==> src/include/fid_pkg.sv <==
// How it works
// - Plain instructions take one cycle; taken skips and jumps take two, second idle.
// - One instruction cycle is four consecutive clock periods.
// - Byte ops: file address bits 6-0, destination bit 7 (0 acc, 1 file).
// - Bit ops: bit index bits 9-7, file address bits 6-0.
// - Literal and control ops take eight-bit literal from the low byte.
// - Call (bit 11 = 0) and jump (bit 11 = 1) use 11-bit target, two cycles.
// - Byte opcode field bits 13-8 selects the fourteen arithmetic and logic ops.
// - Count-and-skip ops skip on zero result, two cycles when the skip is taken, flags untouched.
// - Rotates through carry update only the carry flag.
// - Bit ops: clear, set, test-skip-if-clear, test-skip-if-set.
// - Literal or, xor and and update only the zero flag.
// - Literal subtract and add update C, half carry, Z; literal load none.
// - Return with literal loads the accumulator and takes two cycles.
// - Standby word takes one cycle and updates expiry and sleep flags.
// - Port read-modify-write takes its operand from the pins.
// - Writing timer zero count clears the prescaler when assigned to it.
package fid_pkg;

	// ------------------------------------------------------------
	// Timing
	// ------------------------------------------------------------
	localparam int OSC_PER_CYC = 4;

	// ------------------------------------------------------------
	// Register map
	// ------------------------------------------------------------
	localparam logic [7:0] A_INSN = 8'h00;
	localparam logic [7:0] A_CTRL = 8'h04;
	localparam logic [7:0] A_STAT = 8'h08;
	localparam logic [7:0] A_DEC  = 8'h0c;
	localparam logic [7:0] A_CNT  = 8'h10;
	localparam logic [31:0] CTRL_RST = 32'h0000_0000;
	localparam int CB_PSA  = 0;
	localparam int CB_ZERO = 1;
	localparam int CB_BIT  = 2;
	localparam int SB_PSC_STICKY = 7;
	localparam logic [1:0] RESP_OK  = 2'h0;
	localparam logic [1:0] RESP_SLV = 2'h2;
	localparam logic [1:0] RESP_DEC = 2'h3;

	// ------------------------------------------------------------
	// File addresses and flags
	// ------------------------------------------------------------
	localparam logic [6:0] F_TIMER0 = 7'h01;
	localparam logic [6:0] F_PORT_A = 7'h05;
	localparam logic [6:0] F_PORT_B = 7'h06;
	localparam int FL_C      = 0;
	localparam int FL_HALF   = 1;
	localparam int FL_Z      = 2;
	localparam int FL_EXPIRY = 3;

	typedef enum logic [1:0] {
		ST_IDLE  = 2'b00,
		ST_EXEC  = 2'b01,
		ST_FLUSH = 2'b10
	} fid_st_e;

	typedef enum logic [5:0] {
		OP_ADD_ACC_TO_FILE = 6'b000000, OP_AND_ACC_WITH_FILE = 6'b000001,
		OP_SUB_ACC_FROM_FILE = 6'b000010, OP_OR_ACC_WITH_FILE = 6'b000011,
		OP_XOR_ACC_WITH_FILE = 6'b000100, OP_INVERT_FILE = 6'b000101,
		OP_FILE_MINUS_ONE = 6'b000110, OP_FILE_PLUS_ONE = 6'b000111,
		OP_COPY_FILE = 6'b001000, OP_NIBBLE_EXCHANGE = 6'b001001,
		OP_DOWN_COUNT_SKIP = 6'b001010, OP_UP_COUNT_SKIP = 6'b001011,
		OP_ROTATE_LEFT = 6'b001100, OP_ROTATE_RIGHT = 6'b001101,
		OP_STORE_ACC = 6'b001110, OP_ZERO_FILE = 6'b001111,
		OP_ZERO_ACC = 6'b010000, OP_IDLE_INSN = 6'b010001,
		OP_BIT_CLEAR = 6'b010010, OP_BIT_SET = 6'b010011,
		OP_TEST_SKIP_CLEAR = 6'b010100, OP_TEST_SKIP_SET = 6'b010101,
		OP_OR_LITERAL = 6'b010110, OP_XOR_LITERAL = 6'b010111,
		OP_AND_LITERAL = 6'b011000, OP_LITERAL_MINUS = 6'b011001,
		OP_ADD_LITERAL = 6'b011010, OP_LOAD_LITERAL = 6'b011011,
		OP_RETURN_LITERAL = 6'b011100, OP_CALL_SUB = 6'b011101,
		OP_JUMP_ABSOLUTE = 6'b011110, OP_SUB_RETURN = 6'b011111,
		OP_INT_RETURN = 6'b100000, OP_STANDBY = 6'b100001,
		OP_WATCHDOG_KICK = 6'b100010, OP_ILLEGAL = 6'b111111
	} fid_op_e;

endpackage : fid_pkg

==> src/include/fid_dec_if.sv <==
`timescale 1ns/10ps
interface fid_dec_if;
	import fid_pkg::*;
	logic [13:0] word;
	fid_op_e     op;
	logic        dest;
	logic [6:0]  faddr;
	logic [2:0]  bidx;
	logic [7:0]  lit;
	logic [10:0] target;
	logic [3:0]  flags;
	logic        wr_file;
	logic        rmw;
	logic        two_cyc;
	logic        may_skip;

	modport prod (
		input  word,
		output op, dest, faddr, bidx, lit, target, flags,
		output wr_file, rmw, two_cyc, may_skip
	);
	modport cons (
		output word,
		input  op, dest, faddr, bidx, lit, target, flags,
		input  wr_file, rmw, two_cyc, may_skip
	);
endinterface : fid_dec_if

==> src/fid_top.sv <==
`timescale 1ns/10ps
module fid_top
	import fid_pkg::*;
(
	input  wire logic        aclk,
	input  wire logic        aresetn,
	input  wire logic [7:0]  s_axi_awaddr,
	input  wire logic        s_axi_awvalid,
	output logic             s_axi_awready,
	input  wire logic [31:0] s_axi_wdata,
	input  wire logic [3:0]  s_axi_wstrb,
	input  wire logic        s_axi_wvalid,
	output logic             s_axi_wready,
	output logic [1:0]       s_axi_bresp,
	output logic             s_axi_bvalid,
	input  wire logic        s_axi_bready,
	input  wire logic [7:0]  s_axi_araddr,
	input  wire logic        s_axi_arvalid,
	output logic             s_axi_arready,
	output logic [31:0]      s_axi_rdata,
	output logic [1:0]       s_axi_rresp,
	output logic             s_axi_rvalid,
	input  wire logic        s_axi_rready
);
	typedef struct packed {
		fid_st_e     st;
		logic [13:0] insn;
		logic [31:0] ctrl;
		logic        aw_full;
		logic [7:0]  aw_addr;
		logic        w_full;
		logic [31:0] w_data;
		logic [3:0]  w_strb;
		logic        awready;
		logic        wready;
		logic        bvalid;
		logic [1:0]  bresp;
		logic        arready;
		logic        rvalid;
		logic [31:0] rdata;
		logic [1:0]  rresp;
		logic [3:0]  flags;
		logic        two_last;
		logic        src_pins;
		logic        psc_clr;
		logic        sleeping;
		logic        psc_sticky;
		logic        illegal;
		logic [15:0] n_cyc;
		logic [15:0] n_psc;
	} fid_top_s;

	fid_top_s r_reg;
	fid_top_s r_next;
	logic     last;
	logic     skip;
	logic     is_port;
	logic     do_wr;
	logic     psc_hit;
	logic [31:0] wmerge;
	logic [31:0] rd_val;
	logic [1:0]  rd_resp;

	fid_dec_if dif ();

	assign dif.word = r_reg.insn;

	fid_decode u_dec (
		.d (dif)
	);

	fid_phase #(
		.N (OSC_PER_CYC)
	) u_phase (
		.aclk    (aclk),
		.aresetn (aresetn),
		.run     (r_reg.st != ST_IDLE),
		.last    (last)
	);

	// ------------------------------------------------------------
	// Byte lane merge
	// ------------------------------------------------------------
	function automatic logic [31:0] merge(
		input logic [31:0] old,
		input logic [31:0] nw,
		input logic [3:0]  strb
	);
		logic [31:0] res;
		res = old;
		for (int i = 0; i < 4; i++) begin
			if (strb[i])
				res[i*8 +: 8] = nw[i*8 +: 8];
		end
		return res;
	endfunction : merge

	// ------------------------------------------------------------
	// Execution conditions
	// ------------------------------------------------------------
	always_comb begin
		skip = 1'b0;
		unique case (dif.op)
			OP_DOWN_COUNT_SKIP, OP_UP_COUNT_SKIP:
				skip = r_reg.ctrl[CB_ZERO];
			OP_TEST_SKIP_CLEAR: skip = !r_reg.ctrl[CB_BIT];
			OP_TEST_SKIP_SET:   skip = r_reg.ctrl[CB_BIT];
			default:            skip = 1'b0;
		endcase
	end

	assign is_port = dif.faddr == F_PORT_A || dif.faddr == F_PORT_B;
	assign psc_hit = dif.wr_file && dif.faddr == F_TIMER0
		&& r_reg.ctrl[CB_PSA];

	// ------------------------------------------------------------
	// Read data mux
	// ------------------------------------------------------------
	always_comb begin
		rd_val  = 32'h0000_0000;
		rd_resp = RESP_OK;
		unique case (s_axi_araddr)
			A_INSN: rd_val = {18'h0_0000, r_reg.insn};
			A_CTRL: rd_val = r_reg.ctrl;
			A_STAT: rd_val = {19'h0_0000, r_reg.illegal, r_reg.flags,
				r_reg.psc_sticky, r_reg.sleeping, r_reg.psc_clr,
				r_reg.src_pins, r_reg.two_last, r_reg.st,
				r_reg.st != ST_IDLE};
			A_DEC:  rd_val = {10'h000, dif.op, 1'b0, dif.may_skip,
				dif.two_cyc, dif.wr_file, dif.dest, dif.target};
			A_CNT:  rd_val = {r_reg.n_psc, r_reg.n_cyc};
			default: rd_resp = RESP_DEC;
		endcase
	end

	assign do_wr = r_reg.aw_full && r_reg.w_full && !r_reg.bvalid;
	assign wmerge = merge(32'h0000_0000, r_reg.w_data, r_reg.w_strb);

	// ------------------------------------------------------------
	// Next state
	// ------------------------------------------------------------
	always_comb begin
		r_next = r_reg;

		// Instruction cycle sequencing
		if (last) begin
			r_next.n_cyc = r_reg.n_cyc + 16'h0001;
			if (r_reg.st == ST_EXEC) begin
				r_next.flags    = dif.flags;
				r_next.illegal  = dif.op == OP_ILLEGAL;
				r_next.src_pins = dif.rmw && is_port;
				r_next.psc_clr  = psc_hit;
				r_next.sleeping = dif.op == OP_STANDBY;
				if (psc_hit)
					r_next.n_psc = r_reg.n_psc + 16'h0001;
				if (dif.two_cyc || skip) begin
					r_next.st       = ST_FLUSH;
					r_next.two_last = 1'b1;
				end else begin
					r_next.st       = ST_IDLE;
					r_next.two_last = 1'b0;
				end
			end else begin
				r_next.st = ST_IDLE;
			end
		end

		// Write address and data capture
		if (s_axi_awvalid && r_reg.awready) begin
			r_next.aw_full = 1'b1;
			r_next.aw_addr = s_axi_awaddr;
		end
		if (s_axi_wvalid && r_reg.wready) begin
			r_next.w_full = 1'b1;
			r_next.w_data = s_axi_wdata;
			r_next.w_strb = s_axi_wstrb;
		end

		if (do_wr) begin
			r_next.bvalid  = 1'b1;
			r_next.bresp   = RESP_OK;
			r_next.aw_full = 1'b0;
			r_next.w_full  = 1'b0;
			unique case (r_reg.aw_addr)
				A_INSN: begin
					if (r_reg.st != ST_IDLE) begin
						r_next.bresp = RESP_SLV;
					end else begin
						r_next.insn = wmerge[13:0];
						r_next.st   = ST_EXEC;
					end
				end
				A_CTRL: r_next.ctrl = merge(r_reg.ctrl, r_reg.w_data,
					r_reg.w_strb);
				A_STAT: begin
					if (wmerge[SB_PSC_STICKY])
						r_next.psc_sticky = 1'b0;
				end
				A_DEC, A_CNT: r_next.bresp = RESP_OK;
				default: r_next.bresp = RESP_DEC;
			endcase
		end else if (r_reg.bvalid && s_axi_bready) begin
			r_next.bvalid = 1'b0;
		end

		if (last && r_reg.st == ST_EXEC && psc_hit)
			r_next.psc_sticky = 1'b1;

		// Read channel
		if (s_axi_arvalid && r_reg.arready) begin
			r_next.rvalid = 1'b1;
			r_next.rdata  = rd_val;
			r_next.rresp  = rd_resp;
		end else if (r_reg.rvalid && s_axi_rready) begin
			r_next.rvalid = 1'b0;
		end

		r_next.awready = !r_next.aw_full;
		r_next.wready  = !r_next.w_full;
		r_next.arready = !r_next.rvalid;
	end

	always_ff @(posedge aclk) begin
		if (!aresetn) begin
			r_reg      <= '0;
			r_reg.st   <= ST_IDLE;
			r_reg.ctrl <= CTRL_RST;
		end else begin
			r_reg <= r_next;
		end
	end

	assign s_axi_awready = r_reg.awready;
	assign s_axi_wready  = r_reg.wready;
	assign s_axi_bvalid  = r_reg.bvalid;
	assign s_axi_bresp   = r_reg.bresp;
	assign s_axi_arready = r_reg.arready;
	assign s_axi_rvalid  = r_reg.rvalid;
	assign s_axi_rdata   = r_reg.rdata;
	assign s_axi_rresp   = r_reg.rresp;

endmodule : fid_top

==> src/fid_decode.sv <==
`timescale 1ns/10ps
module fid_decode
	import fid_pkg::*;
(
	fid_dec_if.prod d
);
	logic [13:0] w;
	logic        byte_op;

	assign w = d.word;
	assign d.dest   = w[7];
	assign d.faddr  = w[6:0];
	assign d.bidx   = w[9:7];
	assign d.lit    = w[7:0];
	assign d.target = w[10:0];

	always_comb begin
		d.op = OP_ILLEGAL;
		unique case (w[13:12])
			2'b00: begin
				unique case (w[11:8])
					4'b0111: d.op = OP_ADD_ACC_TO_FILE;
					4'b0101: d.op = OP_AND_ACC_WITH_FILE;
					4'b0010: d.op = OP_SUB_ACC_FROM_FILE;
					4'b0100: d.op = OP_OR_ACC_WITH_FILE;
					4'b0110: d.op = OP_XOR_ACC_WITH_FILE;
					4'b1001: d.op = OP_INVERT_FILE;
					4'b0011: d.op = OP_FILE_MINUS_ONE;
					4'b1010: d.op = OP_FILE_PLUS_ONE;
					4'b1000: d.op = OP_COPY_FILE;
					4'b1110: d.op = OP_NIBBLE_EXCHANGE;
					4'b1011: d.op = OP_DOWN_COUNT_SKIP;
					4'b1111: d.op = OP_UP_COUNT_SKIP;
					4'b1101: d.op = OP_ROTATE_LEFT;
					4'b1100: d.op = OP_ROTATE_RIGHT;
					4'b0001: begin
						if (w[7])
							d.op = OP_ZERO_FILE;
						else if (w[6:0] == 7'h03)
							d.op = OP_ZERO_ACC;
					end
					4'b0000: begin
						if (w[7])
							d.op = OP_STORE_ACC;
						else if (w[6:0] == 7'h08)
							d.op = OP_SUB_RETURN;
						else if (w[6:0] == 7'h09)
							d.op = OP_INT_RETURN;
						else if (w[6:0] == 7'h63)
							d.op = OP_STANDBY;
						else if (w[6:0] == 7'h64)
							d.op = OP_WATCHDOG_KICK;
						else if (w[4:0] == 5'h00)
							d.op = OP_IDLE_INSN;
					end
				endcase
			end
			2'b01: begin
				unique case (w[11:10])
					2'b00: d.op = OP_BIT_CLEAR;
					2'b01: d.op = OP_BIT_SET;
					2'b10: d.op = OP_TEST_SKIP_CLEAR;
					2'b11: d.op = OP_TEST_SKIP_SET;
				endcase
			end
			2'b10: d.op = w[11] ? OP_JUMP_ABSOLUTE : OP_CALL_SUB;
			2'b11: begin
				unique casez (w[11:8])
					4'b1000: d.op = OP_OR_LITERAL;
					4'b1010: d.op = OP_XOR_LITERAL;
					4'b1001: d.op = OP_AND_LITERAL;
					4'b110?: d.op = OP_LITERAL_MINUS;
					4'b111?: d.op = OP_ADD_LITERAL;
					4'b00??: d.op = OP_LOAD_LITERAL;
					4'b01??: d.op = OP_RETURN_LITERAL;
					default: d.op = OP_ILLEGAL;
				endcase
			end
		endcase
	end

	always_comb begin
		d.flags    = 4'h0;
		d.two_cyc  = 1'b0;
		d.may_skip = 1'b0;
		byte_op    = 1'b0;
		d.wr_file  = 1'b0;
		unique case (d.op)
			OP_ADD_ACC_TO_FILE, OP_SUB_ACC_FROM_FILE: begin
				d.flags = 4'h7;
				byte_op = 1'b1;
			end
			OP_AND_ACC_WITH_FILE, OP_OR_ACC_WITH_FILE, OP_XOR_ACC_WITH_FILE,
			OP_INVERT_FILE, OP_FILE_MINUS_ONE, OP_FILE_PLUS_ONE,
			OP_COPY_FILE: begin
				d.flags[FL_Z] = 1'b1;
				byte_op       = 1'b1;
			end
			OP_NIBBLE_EXCHANGE: byte_op = 1'b1;
			OP_DOWN_COUNT_SKIP, OP_UP_COUNT_SKIP: begin
				byte_op    = 1'b1;
				d.may_skip = 1'b1;
			end
			OP_ROTATE_LEFT, OP_ROTATE_RIGHT: begin
				d.flags[FL_C] = 1'b1;
				byte_op       = 1'b1;
			end
			OP_STORE_ACC: d.wr_file = 1'b1;
			OP_ZERO_FILE: begin
				d.flags[FL_Z] = 1'b1;
				d.wr_file     = 1'b1;
			end
			OP_ZERO_ACC: d.flags[FL_Z] = 1'b1;
			OP_BIT_CLEAR, OP_BIT_SET: d.wr_file = 1'b1;
			OP_TEST_SKIP_CLEAR, OP_TEST_SKIP_SET: d.may_skip = 1'b1;
			OP_OR_LITERAL, OP_XOR_LITERAL, OP_AND_LITERAL:
				d.flags[FL_Z] = 1'b1;
			OP_LITERAL_MINUS, OP_ADD_LITERAL: d.flags = 4'h7;
			OP_RETURN_LITERAL, OP_CALL_SUB, OP_JUMP_ABSOLUTE, OP_SUB_RETURN,
			OP_INT_RETURN: d.two_cyc = 1'b1;
			OP_STANDBY, OP_WATCHDOG_KICK: d.flags[FL_EXPIRY] = 1'b1;
			default: d.flags = 4'h0;
		endcase
		if (byte_op)
			d.wr_file = w[7];
	end

	assign d.rmw = d.wr_file && d.op != OP_STORE_ACC
		&& d.op != OP_ZERO_FILE;

endmodule : fid_decode

==> src/fid_phase.sv <==
`timescale 1ns/10ps
module fid_phase
	import fid_pkg::*;
#(
	parameter int N = OSC_PER_CYC
) (
	input  wire logic aclk,
	input  wire logic aresetn,
	input  wire logic run,
	output logic      last
);
	typedef struct packed {
		logic [$clog2(N)-1:0] cnt;
	} fid_ph_s;

	fid_ph_s st_reg;
	fid_ph_s st_next;

	always_comb begin
		st_next = st_reg;
		if (!run || last)
			st_next.cnt = '0;
		else
			st_next.cnt = st_reg.cnt + 1'b1;
	end

	assign last = run && (int'(st_reg.cnt) == N - 1);

	always_ff @(posedge aclk) begin
		if (!aresetn)
			st_reg <= '0;
		else
			st_reg <= st_next;
	end

endmodule : fid_phase

==> config.mk <==
export PLATFORM = sky130hd
export DESIGN_NAME = fid_top
export DESIGN_NICKNAME = d
export VERILOG_FILES = /design/src/include/fid_pkg.sv /design/src/include/fid_dec_if.sv /design/src/fid_top.sv /design/src/fid_decode.sv /design/src/fid_phase.sv
export SDC_FILE = /design/constraint.sdc
export NUM_CORES = 1
export LEC_CHECK = 0
export ABC_AREA = 0
export ABC_CLOCK_PERIOD_IN_PS = 6700
export BUFFER_PORTS_ARGS = -buffer_cell sky130_fd_sc_hd__buf_2
export CAP_MARGIN = 10
export CORE_MARGIN = 3
export CORE_UTILIZATION = 52
export DETAILED_ROUTE_END_ITERATION = 10
export PLACE_DENSITY = 0.82
export SYNTH_ARGS = -nofsm -noshare
export SYNTH_HDL_FRONTEND = slang
export SYNTH_SLANG_ARGS = --single-unit
==> constraint.sdc <==
create_clock -name aclk -period 6.7 [get_ports aclk]
set_clock_uncertainty 0.05 [all_clocks]
set_input_delay 0.67 -clock aclk [delete_from_list [all_inputs] [get_ports aclk]]
set_output_delay 0.67 -clock aclk [all_outputs]
set_load 0.005 [all_outputs]
==> implementation parameters, run 1 <==
Parameter                              Value

Outcome
  Status ... finished with violations
  Violations in the final reports ... design-rule violations

Placed design
  Port-buffer cells ... 99
  Final GP Congestion ... 0.9200
  Dpl hpwl ... 13.96 mm
  Placed cell count ... 1,210

Worst hold path
  Hold crit path type ... flop to flop
  Critical hold path startpoint ... u_phase.st_reg[0]

Finish
  Footprint of the multi-input gates ... 0.004350 mm²
  Antenna cell count ... 0
  Relative area change from synthesis to final layout ... 9.368%
  Max FFs per register ... 122
  Fraction of final layout cells with drive strength greater than 1 ... 15.40%
  Total of fill cells in the finished design ... 1,437
  Nets ... 1,075
  Area of all sequential standard cells ... 0.003563 mm²
  Final instance count without filler cells ... 1,242

Route
  DRC violation count after routing ... 2
  DR vias/cell ... 5.760
  Wire length reported by the detailed router ... 20.33 mm
  Detailed-route wire length per cell ... 16.37 µm
  Antenna viol nets, final ... 0
  DRC marker count from the first detailed-route iteration ... 895
  First-pass detailed-route iteration total ... 11
  Via total after detailed routing ... 7,154

Worst setup path
  Kind of launch point of the worst setup path ... primary input
  Endpoint kind of the worst setup timing path ... flop
  Crit path arrival time ... 3.43 ns
  First element of the critical path ... s_axi_araddr[1]
  Crit path to ... s_axi_rdata[2]
  Critical setup path kind ... primary input to flop
  Register-to-register path setup slack ... 3.77 ns
  Reg2Reg Capture Point ... r_reg[40]
  Reg2Reg Launch Point ... dif.word[11]
  Critical path fanouts, max ... 32
  Depth of the worst register-to-register path ... 8
  Worst EP required ... 7.02 ns

Floorplan
  Number of rows created at floorplan ... 46
  Ports ... 100
  DIE AREA ... 0.01793 mm²
  Overall die width ... 133.9 µm
  Core Region ... 0.01594 mm²
  Initial core utilization ... 53.37%
  Die Y ... 133.9 µm

Clocking
  Clock-pin transition on the worst setup and hold timing paths ... 0.06 ns
  Number of CTS-inserted buffers ... 17
  CTS resizes ... 0
  Root Buffer Master ... sky130_fd_sc_hd__clkbuf_16
  CTS tree ... done
  Count of clock tree sinks ... 178
  Clock latency reported for the late side of the worst-skew pair ... 0.43 ns
  H-tree depth ... 4
  Postcts setup bufs ... 0
  Max Buffers Root-to-Sink ... 2
  CTS Hold Buffers Added ... 0

Power
  Power density cells ... 230.6 mW/mm²
  Portion of total power attributed to sequential cells ... 50.9%
  Switching Share ... 22.52%
  Combinational fraction of design power ... 4.1%
  Design internal power ... 1662 µW
  Net load switching power ... 483.1 µW
  Leak ... 0.003438 µW
  Largest vdd supply drop ... 0.0002011 V
  Clock share of power ... 45.0%

Global routing
  Via count of the first global-routing pass ... 6,475
  Initial antenna violation count ... 0
  Global-route usage over all layers ... 22.69%
  Maximum number of pins on one net before global-route repair ... 98
  Global-route wire length before repair ... 33.19 mm
  Total congestion overflow ... 0

Timing
  Final clock period utilization by the worst path ... 46.49%
  Max Transition Viols Final ... 0
  Final-report hold violation count ... 0
  Fmax ... 0.3211 GHz
  Headroom to the max-slew limit ... 17.30%
  Total Negative Setup Slacks ... 0 ns
  RSZ-0062 raised after global routing ... false
  Measured slew at the worst slew-check pin ... 1.238 ns
  Post-layout min period ... 3.115 ns
  Final-report setup violation count ... 0

Synthesis
  Count of state elements after synthesis ... 178
  Area share of the largest cell type after synthesis ... 41.88%
  Most numerous cell in the Yosys netlist ... sky130_fd_sc_hd__nand2_1
  Biggest area consumer among synthesized cells ... sky130_fd_sc_hd__dfxtp_1
  Synth warn ... 0
  Sequential fraction of the synthesis area ... 41.88%
  Post-synth design cell area ... 0.008508 mm²
  Distinct cells, synth ... 74
  EDFF count, synth ... 0
  Average footprint of a synthesized cell ... 8.483 µm²
  Most used DFF post-synth ... sky130_fd_sc_hd__dfxtp_1
  Cell types with the largest area share after synthesis ... sky130_fd_sc_hd__dfxtp_1 (42%), sky130_fd_sc_hd__nand2_1 (8.1%), sky130_fd_sc_hd__a21boi_0 (7.4%), sky130_fd_sc_hd__and2_1 (3.9%), sky130_fd_sc_hd__buf_4 (3.3%)
  Fraction of registers with async set/reset ... 0%
  Mapped Cells ... 1,003
  Number of nets produced by synthesis ... 1,065
  Post-synth top cells ... sky130_fd_sc_hd__nand2_1 (183), sky130_fd_sc_hd__dfxtp_1 (178), sky130_fd_sc_hd__a21boi_0 (84)

Job
  Total of max-cap violations ... 0
-- critical path, cell delays in order --
cell                       delay, ns
sky130_fd_sc_hd__buf_2          0.09
sky130_fd_sc_hd__or4_1          0.57
sky130_fd_sc_hd__nor3_2         0.37
sky130_fd_sc_hd__and3b_1        1.00
sky130_fd_sc_hd__a222oi_1       0.30
sky130_fd_sc_hd__a21oi_1        0.23
sky130_fd_sc_hd__a21oi_1        0.06
sky130_fd_sc_hd__nor2b_1        0.13
-- kinds of logic (layout without fill, tap and decap cells) --
logic type	Yosys count	count (layout)	synth area share, %
compound gates	248	248	21.74
xor+xnor	34	34	3.500
fa+ha+maj	3	3	0.4412
buf+inv	118	141	7.059
flops	178	178	41.88
mux	5	5	0.6176
simple gates	417	417	24.76
-- area by class of cell --
| class | count | share of cell area (%) |
|---|---|---|
| well taps | 216 | 2.904 |
| repair buffers | 103 | 5.674 |
| flip-flops and latches | 178 | 38.30 |
| inverters | 6 | 0.2420 |
| clock buffers | 19 | 4.652 |
| multi-input cells | 707 | 46.75 |
| clock inverters | 13 | 1.479 |
-- layer usage --
metal / up-vias / wire (µm) / global-route usage, %
met3: 28 / 1902 / 4.989
li1: 3495 / - / -
met4: 0 / 230 / 6.229
met2: 308 / 8590 / 32.48
met1: 3323 / 9604 / 34.39
met5: - / 0 / 0
-- cells in the final DEF (no fill, tap or decap), types with 8 or more instances in the layout --
cell type,count
sky130_fd_sc_hd__a21boi_0,84
sky130_fd_sc_hd__a21oi_1,36
sky130_fd_sc_hd__a222oi_1,20
sky130_fd_sc_hd__a22o_1,15
sky130_fd_sc_hd__a22oi_1,12
sky130_fd_sc_hd__and2_1,53
sky130_fd_sc_hd__and3_1,15
sky130_fd_sc_hd__buf_2,98
sky130_fd_sc_hd__clkbuf_16,17
sky130_fd_sc_hd__dfxtp_1,178
sky130_fd_sc_hd__nand2_1,183
sky130_fd_sc_hd__nand3_1,55
sky130_fd_sc_hd__nor2_1,28
sky130_fd_sc_hd__nor2b_1,20
sky130_fd_sc_hd__nor3_1,8
sky130_fd_sc_hd__o21a_1,9
sky130_fd_sc_hd__o21ai_0,37
sky130_fd_sc_hd__xnor2_1,28
-- worst min-delay path by stage --
stage / end / slack (ns) / cells after the start
6_report: u_phase.st_reg[0] / 0.41 / 1
5_1_grt: u_phase.st_reg[0] / 0.43 / 1
4_1_cts: u_phase.st_reg[0] / 0.41 / 1
3_5_place_dp: u_phase.st_reg[0] / 0.40 / 1
3_3_place_gp: u_phase.st_reg[0] / 0.37 / 1
2_1_floorplan: u_phase.st_reg[0] / 0.36 / 1
-- power by group through the flow --
| stage | clock [µW] | combinational, µW | sequential [µW] |
|---|---|---|---|
| final | 965 | 87.1 | 1090 |
| after global routing | 1020 | 98.0 | 1090 |
| after CTS | 979 | 87.3 | 1090 |
| after detailed placement | 0 | 86.9 | 1120 |
| after global placement | 0 | 86.1 | 1120 |
| after floorplan | 0 | 61.0 | 1110 |
-- metrics by stage --
stage | power [µW] | instance area [µm²] | hold slack (ns) | worst slack, ns | util [%]
5_1_grt | 2209 | 9305 | 0.4285 | 3.371 | 58.37
4_1_cts | 2158 | 9305 | 0.4125 | 3.636 | 58.37
3_5_place_dp | 1203 | 8735 | 0.4036 | 3.149 | 54.79
2_1_floorplan | 1169 | 8508 | 0.3569 | 4.075 | -
6_report | 2145 | 9305 | 0.4065 | 3.585 | 58.37
3_3_place_gp | 1201 | 8735 | 0.3694 | 3.285 | 54.79
Power figures use the tool's default switching activity.
==> inputs of run 2 (changes only) <==
--- a/config.mk
+++ b/config.mk
@@ -6,7 +6,7 @@
 export NUM_CORES = 1
 export LEC_CHECK = 0
 export ABC_AREA = 0
-export ABC_CLOCK_PERIOD_IN_PS = 6700
+export ABC_CLOCK_PERIOD_IN_PS = 2990
 export BUFFER_PORTS_ARGS = -buffer_cell sky130_fd_sc_hd__buf_2
 export CAP_MARGIN = 10
 export CORE_MARGIN = 3
==> constraint.sdc (replaced) <==
create_clock -name aclk -period 2.99 [get_ports aclk]
set_clock_uncertainty 0.05 [all_clocks]
set_input_delay 0.299 -clock aclk [delete_from_list [all_inputs] [get_ports aclk]]
set_output_delay 0.299 -clock aclk [all_outputs]
set_load 0.005 [all_outputs]
==> run 2 against run 1 <==
Compared with the run above:
- the flow now finishes without violations
- die area stayed put
- first-iteration DRC count is 12% lower
- clock power is 130% higher
- clock-buffer cell count is 2 higher
- worst setup slack worse by 3.3 ns
- non-clock buffer count is 26 higher
- via count stayed put
- register-to-register slack worse by 3.4 ns
- critical endpoint is now r_reg[176]
- largest power group unchanged
- highest routed layer is now met5
==> implementation parameters, run 2 (synthesized netlist as in run 1, its figures left out) <==
Parameter                              Value

Outcome
  Status ... finished, final reports clean

Placed design
  Final GP Congestion ... 0.9062 (-1.5%)
  Dpl hpwl ... 15.21 mm (+8.9%)
  Port-buffer cells ... 99 (unchanged)

Finish
  Leading cell type in the layout, fill and taps excluded ... sky130_fd_sc_hd__nand2_1
  Relative area change from synthesis to final layout ... 11.87%
  Nets ... 1,101 (+2.4%)
  Fraction of final layout cells with drive strength greater than 1 ... 17.49% (+2.1 points)
  Antenna cell count ... 0 (unchanged)
  Total of fill cells in the finished design ... 1,437 (unchanged)
  Max FFs per register ... 122 (unchanged)
  Commonest non-fill, non-tap cells in the layout ... sky130_fd_sc_hd__nand2_1 (183), sky130_fd_sc_hd__dfxtp_1 (178), sky130_fd_sc_hd__buf_2 (98)

Worst hold path
  Hold crit path type ... primary input to flop

Timing
  Max Transition Viols Final ... 0 (unchanged)
  RSZ-0062 raised after global routing ... false
  Final-report setup violation count ... 0 (unchanged)
  Final-report hold violation count ... 0 (unchanged)
  Fmax ... 0.3759 GHz
  Measured slew at the worst slew-check pin ... 0.8825 ns (-0.3551 ns)
  Worst Hold Slack ... 0.05932 ns (-0.3472 ns)
  Post-layout min period ... 2.660 ns
  Total Negative Setup Slacks ... 0 ns (unchanged)
  Final clock period utilization by the worst path ... 88.96%
  Headroom to the max-slew limit ... 41.05% (+24 points)

Global routing
  Maximum number of pins on one net before global-route repair ... 87 (-11%)
  Global-route wire length before repair ... 33.44 mm (+0.75%)
  Initial antenna violation count ... 1 (+1)
  Via count of the first global-routing pass ... 6,385 (-1.4%)
  Total congestion overflow ... 0 (unchanged)
  Global-route usage over all layers ... 23.18% (+0.49 points)

Worst setup path
  Chain of cells forming the critical path ... or4b_1, a211o_1, a2bb2oi_4, a21oi_2, and2_1, a22o_1, nor4_1, nor2_1
  Critical setup path kind ... flop to flop
  Delay of the slowest cell on the worst path ... 0.56 ns (-0.44 ns)
  Number of buffer and inverter stages on the critical path ... 0 (-1)
  Register-to-register path setup slack ... 0.33 ns (-3.44 ns)
  Crit path arrival time ... 2.93 ns (-0.50 ns)
  Cell at the slowest stage of the critical path ... sky130_fd_sc_hd__or4b_1
  Endpoint kind of the worst setup timing path ... flop
  Worst EP required ... 3.26 ns (-3.76 ns)
  Largest delay contributor family on the critical path ... simple AND/OR/NAND/NOR gates
  Critical path fanouts, max ... 14 (-56%)
  Kind of launch point of the worst setup path ... flop

Clocking
  Clock latency reported for the late side of the worst-skew pair ... 0.43 ns (about the same)
  Count of clock tree sinks ... 178 (unchanged)
  Max Buffers Root-to-Sink ... 2 (unchanged)
  CTS resizes ... 0 (unchanged)
  Clock-pin transition on the worst setup and hold timing paths ... 0.07 ns (about the same)
  Postcts setup bufs ... 0 (unchanged)
  Number of CTS-inserted buffers ... 17 (unchanged)
  CTS Hold Buffers Added ... 0 (unchanged)
  H-tree depth ... 4 (unchanged)
  CTS tree ... done
  Root Buffer Master ... sky130_fd_sc_hd__clkbuf_16

Route
  Antenna viol nets, final ... 0 (unchanged)
  First-pass detailed-route iteration total ... 8 (-3)
  Detailed-route wire length per cell ... 16.63 µm (+1.6%)
  DRC violation count after routing ... 0 (-2)
  DRC marker count from the first detailed-route iteration ... 784 (-12%)
  Via total after detailed routing ... 7,154 (unchanged)
  Wire length reported by the detailed router ... 21.08 mm (+3.7%)
  DR vias/cell ... 5.642 (-2.1%)

Power
  Power density cells ... 511.3 mW/mm² (+120%)
  Largest vdd supply drop ... 0.0003958 V (+97%)
  Leak ... 0.003570 µW (+3.8%)

Floorplan
  Initial core utilization ... 53.37% (unchanged)
  Overall die width ... 133.9 µm (unchanged)
  Die Y ... 133.9 µm (unchanged)
  DIE AREA ... 0.01793 mm² (unchanged)
  Ports ... 100 (unchanged)
  Number of rows created at floorplan ... 46 (unchanged)
  Core Region ... 0.01594 mm² (unchanged)

Job
  Total of max-cap violations ... 0 (unchanged)
-- run 2: report_power, final --
group	leakage [µW]	switching [µW]	internal [µW]
clock	0.000280	936	1280
sequential	0.00144	36.4	2410
combinational	0.00185	114	86.7
-- run 2: metrics by stage --
stage | power [µW] | utilization, % | instances | setup slack (ns) | cell area, µm²
2_1_floorplan | 2620 | - | 1003 | 0.6065 | 8508
3_3_place_gp | 2696 | 56.01 | 1236 | 0.3618 | 8930
3_5_place_dp | 2700 | 56.01 | 1236 | 0.3389 | 8930
4_1_cts | 4903 | 59.70 | 1268 | 0.3244 | 9518
5_1_grt | 5005 | 59.70 | 1268 | 0.1403 | 9518
6_report | 4866 | 59.70 | 1268 | 0.3300 | 9518
-- run 2: worst min-delay path, stage by stage --
cell	delay, ns
sky130_fd_sc_hd__buf_2	0.09
sky130_fd_sc_hd__nand2_1	0.04
sky130_fd_sc_hd__a21boi_0	0.06
-- run 2: layout make-up --
type	count	area [µm²]	area share [%]
clock inverter	11	127.6	1.341
inverter	6	22.52	0.2366
tap	216	270.3	2.839
multi-input combinational	707	4350	45.71
clock buffer	21	460.4	4.838
timing repair buffer	129	723.2	7.598
sequential	178	3563	37.44
-- run 2: layer usage --
metal	GRT usage [%]	part of all wire, %
met3	4.651	6.0
met1	34.97	50
met4	6.743	1.9
met2	33.46	42
met5	0	0.062
-- run 2: worst paths after layout --
path,to,cells after the start,startpoint
hold / removal,r_reg[112],3,s_axi_wdata[25]
setup reg to reg,r_reg[176],8,dif.word[1]
hold reg to reg,u_phase.st_reg[0],1,u_phase.st_reg[0]
setup / recovery,r_reg[176],8,dif.word[1]
==> inputs of run 3 (changes only) <==
--- a/config.mk
+++ b/config.mk
@@ -6,7 +6,7 @@
 export NUM_CORES = 1
 export LEC_CHECK = 0
 export ABC_AREA = 0
-export ABC_CLOCK_PERIOD_IN_PS = 2990
+export ABC_CLOCK_PERIOD_IN_PS = 2450
 export BUFFER_PORTS_ARGS = -buffer_cell sky130_fd_sc_hd__buf_2
 export CAP_MARGIN = 10
 export CORE_MARGIN = 3
==> constraint.sdc (replaced) <==
create_clock -name aclk -period 2.45 [get_ports aclk]
set_clock_uncertainty 0.05 [all_clocks]
set_input_delay 0.245 -clock aclk [delete_from_list [all_inputs] [get_ports aclk]]
set_output_delay 0.245 -clock aclk [all_outputs]
set_load 0.005 [all_outputs]
==> run 3 against run 2 <==
Compared with the run above:
- combinational power increased by 23%
- non-clock buffer count rose by 35
- utilization rose by 2.5 points
- sequential power grew 22%
- sequential cell count unchanged
- clock power increased by 24%
- maximum frequency is 8.6% higher
- worst hold slack got worse by 0.049 ns
- largest power group unchanged
- clock-buffer cell count stayed put
- critical path type unchanged
- largest cell class unchanged
- design area up 4.2%
==> implementation parameters, run 3 (synthesized netlist as in run 1, its figures left out) <==
Parameter                              Value

Clocking
  Count of clock tree sinks ... 178 (unchanged)
  CTS Hold Buffers Added ... 0 (unchanged)
  Clock latency reported for the late side of the worst-skew pair ... 0.43 ns (about the same)
  Max Buffers Root-to-Sink ... 2 (unchanged)
  CTS tree ... done
  Number of CTS-inserted buffers ... 17 (unchanged)
  Root Buffer Master ... sky130_fd_sc_hd__clkbuf_16
  Clock-pin transition on the worst setup and hold timing paths ... 0.07 ns (about the same)
  H-tree depth ... 4 (unchanged)

Outcome
  Status ... finished, final reports clean

Timing
  Headroom to the max-slew limit ... 56.71% (+16 points)
  Fmax ... 0.4084 GHz (+8.6%)
  Max Transition Viols Final ... 0 (unchanged)
  Final clock period utilization by the worst path ... 99.95% (+11 points)
  Final-report hold violation count ... 0 (unchanged)
  Final-report setup violation count ... 0 (unchanged)
  Total Negative Setup Slacks ... 0 ns (unchanged)
  RSZ-0062 raised after global routing ... true
  Measured slew at the worst slew-check pin ... 0.6478 ns (-0.2347 ns)
  Post-layout min period ... 2.449 ns (-0.2111 ns)

Worst setup path
  Crit path arrival time ... 2.72 ns (-0.21 ns)
  Critical path fanouts, max ... 7 (-7)
  Endpoint kind of the worst setup timing path ... flop
  Cell at the slowest stage of the critical path ... sky130_fd_sc_hd__or4b_1
  Chain of cells forming the critical path ... or4b_1, a211o_1, a2bb2oi_4, a21oi_4, buf_6, a222oi_1, o21ai_1, and2_1
  Delay of the slowest cell on the worst path ... 0.50 ns (-0.06 ns)
  Reg2Reg Launch Point ... dif.word[5]
  Worst EP required ... 2.72 ns (-0.54 ns)
  First element of the critical path ... dif.word[5]
  Critical setup path kind ... flop to flop
  Kind of launch point of the worst setup path ... flop

Finish
  Max FFs per register ... 122 (unchanged)
  Fraction of final layout cells with drive strength greater than 1 ... 22.36% (+4.9 points)
  Relative area change from synthesis to final layout ... 16.57%
  Leading cell type in the layout, fill and taps excluded ... sky130_fd_sc_hd__nand2_1
  Commonest non-fill, non-tap cells in the layout ... sky130_fd_sc_hd__nand2_1 (183), sky130_fd_sc_hd__dfxtp_1 (170), sky130_fd_sc_hd__buf_2 (98)
  Final instance count without filler cells ... 1,303 (+2.8%)
  Antenna cell count ... 0 (unchanged)
  Nets ... 1,136 (+3.2%)
  Post-route cell area ... 0.009918 mm² (+4.2%)

Floorplan
  Overall die width ... 133.9 µm (unchanged)
  Number of rows created at floorplan ... 46 (unchanged)
  Core Region ... 0.01594 mm² (unchanged)
  Die Y ... 133.9 µm (unchanged)
  Ports ... 100 (unchanged)
  Initial core utilization ... 53.37% (unchanged)
  DIE AREA ... 0.01793 mm² (unchanged)

Route
  First-pass detailed-route iteration total ... 7 (-1)
  DRC marker count from the first detailed-route iteration ... 831 (+6.0%)
  Wire length reported by the detailed router ... 21.73 mm (+3.1%)
  DR vias/cell ... 5.668 (+0.47%)
  Via total after detailed routing ... 7,386 (+3.2%)
  Detailed-route wire length per cell ... 16.67 µm (+0.30%)
  DRC violation count after routing ... 0 (unchanged)
  Antenna viol nets, final ... 0 (unchanged)

Placed design
  Placed cell count ... 1,270 (+2.8%)
  Dpl hpwl ... 15.73 mm (+3.5%)
  Port-buffer cells ... 99 (unchanged)
  Final GP Congestion ... 0.9493 (+4.8%)
  DP Area ... 0.009223 mm² (+3.3%)

Global routing
  Initial antenna violation count ... 0 (-1)
  Layer with the highest usage ... met2
  Total congestion overflow ... 0 (unchanged)
  Maximum number of pins on one net before global-route repair ... 68 (-22%)
  Grt met2 use ... 35.74% (+2.3 points)
  Via count of the first global-routing pass ... 6,819 (+6.8%)
  Global routing usage on met1 ... 34.82% (-0.16 points)
  Met3 Resource Use GR ... 5.814% (+1.2 points)
  Global-route usage over all layers ... 24.06% (+0.88 points)
  Global-route wire length before repair ... 34.80 mm (+4.1%)

Worst hold path
  Critical hold path startpoint ... s_axi_wdata[28]
  Hold crit path type ... primary input to flop

Power
  Power density cells ... 603.7 mW/mm² (+18%)
  Leak ... 0.003770 µW (+5.6%)
  Largest vdd supply drop ... 0.0004888 V (+24%)

Job
  Total of max-cap violations ... 0 (unchanged)
run 3: cell types whose count changed in the layout (fill, tap and decap cells not counted), sizes merged:
cell,delta
clkinv,+1
inv,-1
buf,+35
run 3: critical path, delay by kind of cell (launching register included):
kind | cells | cell delay, ns
flops | 1 | 0.33
simple gates | 2 | 0.66
compound gates | 5 | 1.16
buf+inv | 1 | 0.15
run 3: worst paths after layout:
check                                          to  slack [ns]  depth (start not counted)
worst max-delay path              s_axi_rdata[19]       0.001                          8
worst min-delay path                   r_reg[115]        0.01                          3
worst max register to register    s_axi_rdata[19]       0.001                          8
worst min register to register  u_phase.st_reg[0]        0.39                          1
run 3: final cells by class:
cell class              instances  area (µm²)
multi-input cells             707        4427
well taps                     216       270.3
fillers                      1372        6025
clock inverters                11       127.6
flip-flops and latches        178        3573
repair buffers                164        1027
inverters                       6       22.52
clock buffers                  21       470.5
run 3: metrics by stage:
stage / worst slack, ns / hold WS [ns] / utilization [%] / power [µW]
3_5_place_dp: -0.03071 / 0.3794 / 57.85 / 3298
5_1_grt: -0.07926 / 0.004588 / 62.21 / 6151
6_report: 0.001168 / 0.009856 / 62.21 / 5988
4_1_cts: -0.007225 / 0.001384 / 61.62 / 6010
2_1_floorplan: 0.06651 / 0.3399 / - / 3197
3_3_place_gp: 0.002060 / 0.3666 / 57.85 / 3294
run 3: metal layers:
layer  vias up  share of wire (%)
li1       3615                  -
met3        40                8.1
met5         -                  0
met1      3465                 46
met2       266                 43
met4         0                1.9
run 3: where the power goes:
group	internal, µW	switching (µW)
Sequential	2940	46.2
Clock	1590	1160
Combinational	108	140
Total	4640	1350
run 3: timing repair:
| item | 4_1_cts | 5_1_grt |
|---|---|---|
| resized for setup | 2 | 27 |
| endpoints found under the setup margin | 4 | 32 |
| pin swaps | 3 | 15 |
| endpoints found under the hold margin | 0 | 0 |
| gates cloned | 0 | 0 |
| setup buffers | 0 | 2 |
